### src/core/rwbr_regs.svh
// constants for the receive word bit-slip realigner
// assumes it is included by bare name from the package and design files
`ifndef RWBR_REGS_SVH
`define RWBR_REGS_SVH

// ****************************************************************
// word widths
// ****************************************************************
`define RWBR_WORD_MAX 10
`define RWBR_WORD_NARROW 8
`define RWBR_CNT_W 4
`define RWBR_LAST_WIDE 4'h9
`define RWBR_LAST_NARROW 4'h7
`define RWBR_CNT_RESET 4'h0

// ****************************************************************
// buffering
// ****************************************************************
`define RWBR_FIFO_DEPTH 16

`endif

### src/core/rwbr_pkg.sv
// types shared by the realigner and its buffer
// assumes rwbr_regs.svh is on the include path
`include "rwbr_regs.svh"

package rwbr_pkg;

    typedef logic [`RWBR_WORD_MAX-1:0] rwbr_word_t;
    typedef logic [`RWBR_CNT_W-1:0] rwbr_cnt_t;
    typedef logic [2*`RWBR_WORD_MAX-1:0] rwbr_pair_t;

    // pipeline fill of realignment registers 2 and 3
    typedef enum logic [2:0] {
        RWBR_EMPTY = 3'b001,
        RWBR_HALF = 3'b010,
        RWBR_RUN = 3'b100
    } rwbr_fill_e;

endpackage : rwbr_pkg

### src/core/rwbr_stream_if.sv
// valid/ready word stream between the realigner and its buffer
// assumes both ends run on the same clock
`timescale 1ns/100ps

interface rwbr_stream_if;
    import rwbr_pkg::*;

    rwbr_word_t data;
    logic valid;
    logic ready;

    modport src (output data, output valid, input ready);
    modport snk (input data, input valid, output ready);

endinterface : rwbr_stream_if

### src/core/rwbr_fifo.sv
// flip-flop fifo, parameterised width and depth, valid/ready on both sides
// assumes depth is a power of two and one clock for both sides
`timescale 1ns/100ps
`include "rwbr_regs.svh"

module rwbr_fifo
    import rwbr_pkg::*;
#(
    parameter int WIDTH = `RWBR_WORD_MAX,
    parameter int DEPTH = `RWBR_FIFO_DEPTH
) (
    input wire logic clk,
    input wire logic rst_n,
    rwbr_stream_if.snk wr,
    rwbr_stream_if.src rd
);

    localparam int AW = $clog2(DEPTH);

    logic [WIDTH-1:0] mem [DEPTH];
    logic [AW-1:0] wrPtr_q;
    logic [AW-1:0] rdPtr_q;
    logic [AW:0] count_q;
    logic doWrite;
    logic doRead;

    // ****************************************************************
    // handshakes
    // ****************************************************************
    assign wr.ready = (count_q != (AW+1)'(DEPTH));
    assign rd.valid = (count_q != '0);
    assign rd.data = mem[rdPtr_q];
    assign doWrite = wr.valid && wr.ready;
    assign doRead = rd.valid && rd.ready;

    // ****************************************************************
    // storage and pointers
    // ****************************************************************
    always_ff @(posedge clk) begin
        if (doWrite) begin
            mem[wrPtr_q] <= wr.data;
        end
    end

    always_ff @(posedge clk) begin
        if (!rst_n) begin
            wrPtr_q <= '0;
            rdPtr_q <= '0;
        end else begin
            if (doWrite) begin
                wrPtr_q <= wrPtr_q + 1'b1;
            end
            if (doRead) begin
                rdPtr_q <= rdPtr_q + 1'b1;
            end
        end
    end

    always_ff @(posedge clk) begin
        if (!rst_n) begin
            count_q <= '0;
        end else if (doWrite && !doRead) begin
            count_q <= count_q + 1'b1;
        end else if (doRead && !doWrite) begin
            count_q <= count_q - 1'b1;
        end
    end

endmodule : rwbr_fifo

### src/core/rwbr_realigner.sv
// receive word bit-slip realigner for one channel, top level
// assumes words come from the deserializer on clk, one channel per instance,
// and that wordTen is static while traffic runs
`timescale 1ns/100ps
`include "rwbr_regs.svh"

module rwbr_realigner
    import rwbr_pkg::*;
(
    input wire logic clk,
    input wire logic rst_n,
    input wire logic wordTen,
    input wire logic slipReq,
    input wire rwbr_word_t inData,
    input wire logic inValid,
    output logic inReady,
    output rwbr_word_t outData,
    output logic outValid,
    input wire logic outReady,
    output rwbr_cnt_t slipCount
);

    // ****************************************************************
    // helpers
    // ****************************************************************
    function automatic rwbr_cnt_t lastIndex(input logic ten);
        lastIndex = ten ? `RWBR_LAST_WIDE : `RWBR_LAST_NARROW;
    endfunction : lastIndex

    // window of one word taken from the older word upward by cnt bits
    function automatic rwbr_word_t selectWindow(
        input rwbr_word_t newer,
        input rwbr_word_t older,
        input rwbr_cnt_t cnt,
        input logic ten
    );
        rwbr_pair_t pair;
        rwbr_pair_t shifted;
        pair = ten ? {newer, older}
                   : {4'h0, newer[`RWBR_WORD_NARROW-1:0], older[`RWBR_WORD_NARROW-1:0]};
        shifted = pair >> cnt;
        selectWindow = shifted[`RWBR_WORD_MAX-1:0];
        if (!ten) begin
            selectWindow[`RWBR_WORD_MAX-1:`RWBR_WORD_NARROW] = 2'h0;
        end
    endfunction : selectWindow

    // ****************************************************************
    // phase fifo in front of the realigner
    // ****************************************************************
    rwbr_stream_if inStream ();
    rwbr_stream_if midStream ();

    assign inStream.data = inData;
    assign inStream.valid = inValid;
    assign inReady = inStream.ready;

    // depth is larger than the phase slack needs so downstream stalls are absorbed
    rwbr_fifo #(
        .WIDTH(`RWBR_WORD_MAX),
        .DEPTH(`RWBR_FIFO_DEPTH)
    ) phaseFifo (
        .clk(clk),
        .rst_n(rst_n),
        .wr(inStream.snk),
        .rd(midStream.src)
    );

    // ****************************************************************
    // word width select
    // ****************************************************************
    logic tenMeta_q;
    logic tenSync_q;

    // the width strap may come from a pin; not reset so it settles while reset is held
    always_ff @(posedge clk) begin
        tenMeta_q <= wordTen;
        tenSync_q <= tenMeta_q;
    end

    // ****************************************************************
    // slip request synchroniser and edge detect
    // ****************************************************************
    logic slipMeta_q;
    logic slipSync_q;
    logic slipPrev_q;
    logic slipEdge;

    // two flops since the request may come straight from a pin
    always_ff @(posedge clk) begin
        if (!rst_n) begin
            slipMeta_q <= 1'b0;
            slipSync_q <= 1'b0;
            slipPrev_q <= 1'b0;
        end else begin
            slipMeta_q <= slipReq;
            slipSync_q <= slipMeta_q;
            slipPrev_q <= slipSync_q;
        end
    end

    // a held level gives one slip only
    assign slipEdge = slipSync_q && !slipPrev_q;

    // ****************************************************************
    // slip counter
    // ****************************************************************
    rwbr_cnt_t cnt_q;
    logic wrap;

    assign wrap = slipEdge && (cnt_q == lastIndex(tenSync_q));

    always_ff @(posedge clk) begin
        if (!rst_n) begin
            cnt_q <= `RWBR_CNT_RESET;
        end else if (wrap) begin
            cnt_q <= `RWBR_CNT_RESET;
        end else if (slipEdge) begin
            cnt_q <= cnt_q + 1'b1;
        end
    end

    assign slipCount = cnt_q;

    // ****************************************************************
    // realignment registers 2 and 3
    // ****************************************************************
    rwbr_word_t reg2_q;
    rwbr_word_t reg3_q;
    rwbr_fill_e fill_q;
    logic advance;
    logic bubble_q;
    logic emit;

    // stall the fifo when the output word has not been taken
    assign advance = midStream.valid && (!outValid || outReady);
    assign midStream.ready = (!outValid || outReady);

    // a word leaves only once both realignment registers hold data
    assign emit = advance && (fill_q == RWBR_RUN);

    always_ff @(posedge clk) begin
        if (advance) begin
            reg2_q <= midStream.data;
            reg3_q <= reg2_q;
        end
    end

    always_ff @(posedge clk) begin
        if (!rst_n) begin
            fill_q <= RWBR_EMPTY;
        end else if (advance) begin
            case (fill_q)
                RWBR_EMPTY: begin
                    fill_q <= RWBR_HALF;
                end
                RWBR_HALF: begin
                    fill_q <= RWBR_RUN;
                end
                RWBR_RUN: begin
                    fill_q <= RWBR_RUN;
                end
                default: begin
                    fill_q <= RWBR_EMPTY;
                end
            endcase
        end
    end

    // after a wrap the window would repeat one word, so that word is dropped
    always_ff @(posedge clk) begin
        if (!rst_n) begin
            bubble_q <= 1'b0;
        end else if (wrap) begin
            bubble_q <= 1'b1;
        end else if (emit) begin
            bubble_q <= 1'b0;
        end
    end

    // ****************************************************************
    // output word
    // ****************************************************************
    // a word leaving in the wrap cycle still uses the old offset, so it stays valid
    // and only the next one is dropped; dropping both would slip by width plus one
    always_ff @(posedge clk) begin
        if (!rst_n) begin
            outValid <= 1'b0;
        end else if (emit) begin
            outValid <= !bubble_q;
        end else if (outReady) begin
            outValid <= 1'b0;
        end
    end

    always_ff @(posedge clk) begin
        if (!rst_n) begin
            outData <= '0;
        end else if (emit) begin
            outData <= selectWindow(reg2_q, reg3_q, cnt_q, tenSync_q);
        end
    end

endmodule : rwbr_realigner

### config.mk
export PLATFORM = sky130hd
export DESIGN_NAME = rwbr_realigner
export DESIGN_NICKNAME = d
export VERILOG_FILES = /design/src/core/rwbr_pkg.sv /design/src/core/rwbr_stream_if.sv /design/src/core/rwbr_fifo.sv /design/src/core/rwbr_realigner.sv
export VERILOG_INCLUDE_DIRS = /design/src /design/src/core
export SDC_FILE = /design/constraint.sdc
export NUM_CORES = 1
export LEC_CHECK = 0
export BUFFER_PORTS_ARGS = -buffer_cell sky130_fd_sc_hd__buf_2
export CAP_MARGIN = 30
export CORE_MARGIN = 2
export CORE_UTILIZATION = 55
export DETAILED_ROUTE_END_ITERATION = 8
export PLACE_DENSITY = 0.81
export SLEW_MARGIN = 20
export SYNTH_ARGS = -nofsm -noshare
export SYNTH_HDL_FRONTEND = slang
export SYNTH_HIERARCHICAL = 1
export SYNTH_SLANG_ARGS = --single-unit
### constraint.sdc
create_clock -name clk -period 3.3 [get_ports clk]
set_clock_uncertainty 0.2 [all_clocks]
set_input_delay 0.165 -clock clk [delete_from_list [all_inputs] [get_ports clk]]
set_output_delay 0.165 -clock clk [all_outputs]
set_load 0.03 [all_outputs]
# Word level (Yosys, flattened, before mapping)
# Memory sizes are Yosys's and may differ from the RTL's. A register that Yosys moved wholly into a read port is not among the register bits.
# Index checks and enable logic that the tools add are counted.
[totals]
ram_bits = 160
output_inout_bits = 16
elab_cells = 58
mem_count = 1
reg_bits = 47
[op_classes]
n_eq_ne = 5
n_shift = 1
n_reduce_logical = 19
mux = 12
add_sub_neg = 5
bitwise_logic = 1
[mem_list]
columns = ["memory", "depth", "word_bits", "rd", "rd_clocked_by_memory_dff", "write_ports", "line", "rtl"]
rows = [
  ["phaseFifo.mem", 16, 10, 1, 1, 1, "rwbr_fifo.sv:20", "logic [WIDTH-1:0] mem [DEPTH];"],
]
[ops]
columns = ["cell", "count"]
rows = [
  ["2-to-1 mux 20 bit", 1],
  ["right shift 20 x 4 -> 10 bit", 1],
  ["adder 4 x 1 -> 4 bit (second input constant)", 3],
  ["2-to-1 mux 5 bit", 2],
  ["logical AND 1 bit", 7],
  ["2-to-1 mux 1 bit", 6],
  ["one-hot mux 3 bit (2 select lines)", 1],
  ["nonzero test 2 bit", 3],
  ["adder 5 x 1 -> 5 bit (second input constant)", 1],
  ["zero test 1 bit", 5],
  ["inequality test 5 bit (second input constant)", 1],
  ["nonzero test 5 bit", 1],
  ["subtractor 5 x 1 -> 5 bit (second input constant)", 1],
  ["== test 4 bit", 1],
  ["2-to-1 mux 4 bit", 1],
  ["OR reduction 2 bit", 2],
  ["== test 3 x 1 -> 1 bit (second input constant)", 1],
  ["== test 3 x 2 -> 1 bit (second input constant)", 1],
  ["== test 3 bit (second input constant)", 1],
  ["2-to-1 mux 2 bit", 1],
  ["logical OR 1 bit", 1],
  ["NOT 1 bit", 1],
]

# Longest topological paths before layout
[depth]
depth_word = 6
depth_mapped = 9
mapped_depth_nobuf = 9

# Cells and area by module
# The synthesis kept the hierarchy.
[modules_own_cells]
columns = ["mod", "cells_each", "instances", "area_each_um2", "seq_area_each_um2"]
rows = [
  ["rwbr_fifo", 355, 1, 6976.7, 5144.9],
  ["rwbr_realigner", 244, 1, 2585.0, 1081.0],
]

# Least setup slack after synthesis
# No wires, ideal clock.
[synth_path]
kind = "register to register"
from = "register phaseFifo.count_q[0]"
to = "register phaseFifo.count_q[3]"
stages_incl_launch_ff = 10
synth_period_minus_slack_ns = 2.596
setup_ns = 0.062
t_required_ns = 3.038
n_path_buf = 0
setup_slack_ns = 0.704
arrival_ns = 2.333
path_cell_list = "dfxtp_1 -> or4_4 -> o21ai_4 -> ha_1 -> inv_1 -> ha_1 -> a21o_1 -> a21oi_1 -> or4b_1 -> nand3_1"
[synth_between]
elab_chain_len = 5
word_cells_on_any_way = 13
cone_classes = "add/sub: 2; eq/ne: 1; mux: 2; reduce/logical: 8"
[synth_rtl]
columns = ["element", "line", "rtl"]
rows = [
  ["from (decl)", "rwbr_fifo.sv:23", "logic [AW:0] count_q;"],
  ["from (signal assigned)", "rwbr_fifo.sv:63", "count_q <= count_q + 1'b1;"],
  ["from (signal assigned)", "rwbr_fifo.sv:65", "count_q <= count_q - 1'b1;"],
  ["parallel branches: the longest is 5 deep, another holds subtractor 5 x 1 -> 5 bit", "--", ""],
]
# Several ways; the timed one is not identified. The select of a mux whose other input is x is not followed.
# A chain may end at the register's enable or synchronous reset.

# Final worst setup path
[layout_path]
from = "register phaseFifo.count_q[0]"
to = "register phaseFifo.count_q[4]"
# Same word-level chain as after synthesis.

==> flow_summary.ini <==
[clock_network]
cts_hold_buf = 15
cts-buffers-inserted = 22
postCtsSetupBuffers = 0
cts_sinks = 221
cts_tree = yes
cts_root_buf = clkbuf_16
cts-resized-gates = 0
path_clk_slew_ns = 0.06
htreeDepth = 1
clockBufferDepth = 3
clock_latency_ns = 0.52

[layout]
diodes = 0
final_cell_mix = 180 x edfxtp_1, 51 x mux4_2, 39 x dfxtp_1
syn2layout_area_growth_pct = 13.6
utilization_pct = 63.4
drive_above_1_share_pct = 23.2
final_common_cell = edfxtp_1
nets = 676

[global_route]
grt_pass1_vias = 5597
overflow = 0
grt_max_degree = 41
antenna_found_initial = 0
grt_pass1_wl_um = 30000
grt_use_total_pct = 21.3

[worst_setup_path]
worst-setup-path-type = reg -> reg
worst_setup_path_start_kind = register
crit_arrival_ns = 3.07
path_max_fanout = 5
worstPathRequired_ns = 3.54
end_kind = register

[power]
leakagePower_nw = 3.69
p_seq_share_pct = 45.1
pwr-share-clk_pct = 30.8
p_int_mw = 5.82
ir_drop_mv = 0.474
p_per_area_nw_per_um2 = 747
switching_power_mw = 2.30
power_frac_comb_pct = 24.2
switching_share_pct = 28.3

[synthesis]
synthCells = 599
yosysWarnings = 6
synth-simple-area-share_pct = 7.59
synth_top_area_share_pct = 56.5
synth_compound_area_share_pct = 6.83
synthTopCellsByArea = edfxtp_1 57%, mux4_2 12%, dfxtp_1 8.6%
ys_seq_area_share_pct = 65.1
ys_types = 58
yosysTopAreaCell = edfxtp_1
synth_area_um2 = 9560
synthArstFlopShare_pct = 0
synthAdderAreaFrac_pct = 1.52
synth_fp_nets = 626
synth_edf_count = 180
synth_xor_area_share_pct = 0.733
ys_seq_elements = 221
synth_top_family_by_area = multiplexers
synthMuxAreaShare_pct = 16.1
synthFlopType = edfxtp_1
synth_area_per_cell_um2 = 16.0

[place]
dp_hpwl_um = 12200
gp_congestion = 0.835
portBuffers = 31

[routing]
ant_nets = 0
dr.pass1.iters = 5
routed_via_density = 6.13
vias = 5460
wl_per_cell_um = 21.1
drt-total-wl_um = 18800
drc = 0
first_iter_violations = 487

[timing]
report.final.slew_viol_count = 0
fin_crit_sh_pct = 85.6
worstMarginPinSlew_ns = 0.877
hold_ws_ns = 0.105
timing_hold_violations_final = 0
relSlewSlack_pct = 41.4
fin_tns_setup_ns = 0
max_freq_mhz = 354
min_period_ns = 2.83
grt_setup_unrepaired = no
setup_viol = 0

[job]
maxCapViolations = 0

[die]
dieArea_um2 = 18500
start_util_pct = 55.9
fp.dieW_um = 136
rows = 48
ios = 32
die_h_um = 136
coreArea_um2 = 17100

[status]
status = finished, final reports clean

[min_path]
hold_class = in -> reg
[per-stage QoR]
| step | std cells | cell area [µm²] | total power [mW] | worst slack (ns) |
|---|---|---|---|---|
| floorplan | 599 | 9560 | 5.14 | 0.704 |
| global placement | 835 | 9970 | 5.54 | 0.623 |
| detailed placement | 835 | 9970 | 5.65 | 0.493 |
| CTS | 890 | 10900 | 8.17 | 0.494 |
| global route | 890 | 10900 | 8.46 | 0.262 |
| finish | 890 | 10900 | 8.11 | 0.474 |
[power by group through the flow]
stage / logic, mW / clock network [mW] / registers, mW
final: 1.96 / 2.50 / 3.66
after global routing: 2.12 / 2.64 / 3.70
after CTS: 1.96 / 2.55 / 3.66
after detailed placement: 1.94 / 0 / 3.71
after global placement: 1.86 / 0 / 3.68
after floorplan: 1.58 / 0 / 3.56
[cell usage after synthesis (all sizes together) (2+ instances only)]
| library cell | n |
|---|---|
| a211oi | 7 |
| a21oi | 13 |
| a22oi | 21 |
| a31oi | 8 |
| a41oi | 2 |
| and2 | 29 |
| and3b | 2 |
| buf | 15 |
| clkbuf | 19 |
| dfxtp | 41 |
| edfxtp | 180 |
| ha | 10 |
| inv | 14 |
| mux2 | 14 |
| mux2i | 20 |
| mux4 | 51 |
| nand2 | 33 |
| nand2b | 8 |
| nand3 | 8 |
| nand4 | 2 |
| nand4b | 2 |
| nor2 | 18 |
| nor2b | 9 |
| nor3 | 5 |
| nor3b | 3 |
| nor4 | 2 |
| nor4b | 2 |
| o2111ai | 2 |
| o211ai | 7 |
| o21a | 2 |
| o21ai | 18 |
| o221ai | 2 |
| o2bb2ai | 2 |
| or3 | 7 |
| xnor2 | 6 |
| xor2 | 2 |
[state kept, by name (all words and copies together) (netlist names), named ones only]
signal             flops
phaseFifo/wrPtr_q      4
phaseFifo/mem        160
tenSync_q              1
reg2_q                10
slipSync_q             1
reg3_q                10
slipCount              4
phaseFifo/count_q      5
slipPrev_q             1
tenMeta_q              1
phaseFifo/rdPtr_q      4
slipMeta_q             1
outValid               1
outData               10
fill_q                 3
bubble_q               1
[worst paths after layout]
check	start	to	slack (ns)	cells after the start
setup / recovery	phaseFifo/count_q[0]	phaseFifo/count_q[4]	0.47	9
hold / removal	outReady	outValid	0.10	4
hold reg to reg	tenMeta_q	tenSync_q	0.17	0
setup reg to reg	phaseFifo/count_q[0]	phaseFifo/count_q[4]	0.47	9
[kinds of logic (layout without fill, tap and decap cells)]
logic type,Yosys count,count (layout)
muxes,85,85
AOI/OAI and AO/OA,93,93
xor gates and xnor gates,8,8
DFF,221,221
adders and majority gates,11,11
buffers and inverters,48,114
and+or+nand+nor,133,133
[metal layers]
layer | routed length, µm | global-route usage (%) | vias to the layer above | part of all wire, %
met5 | 0 | 0 | - | 0
met4 | 453 | 5.44 | 0 | 2.4
met3 | 900 | 3.36 | 34 | 4.8
met2 | 9920 | 37.9 | 181 | 53
met1 | 7550 | 27.7 | 2778 | 40
li1 | - | - | 2467 | -
[worst max-delay path, stage by stage (launching register included)]
cell	delay [ns]
dfxtp_1	0.38
or4_4	0.58
o21ai_4	0.23
ha_1	0.21
inv_1	0.11
ha_1	0.34
a21oi_1	0.22
a211oi_1	0.10
a31oi_1	0.19
mux2i_1	0.20
[area by class of cell]
| class | count | area (µm²) |
|---|---|---|
| fill | 1186 | 6260 |
| clock buffer | 23 | 554 |
| clock inverter | 17 | 183 |
| sequential | 221 | 6230 |
| inverter | 14 | 52.6 |
| tap | 225 | 282 |
| multi-input combinational | 330 | 3140 |
| timing repair buffer | 60 | 423 |
No activity file was read; power rests on OpenSTA's default activity.
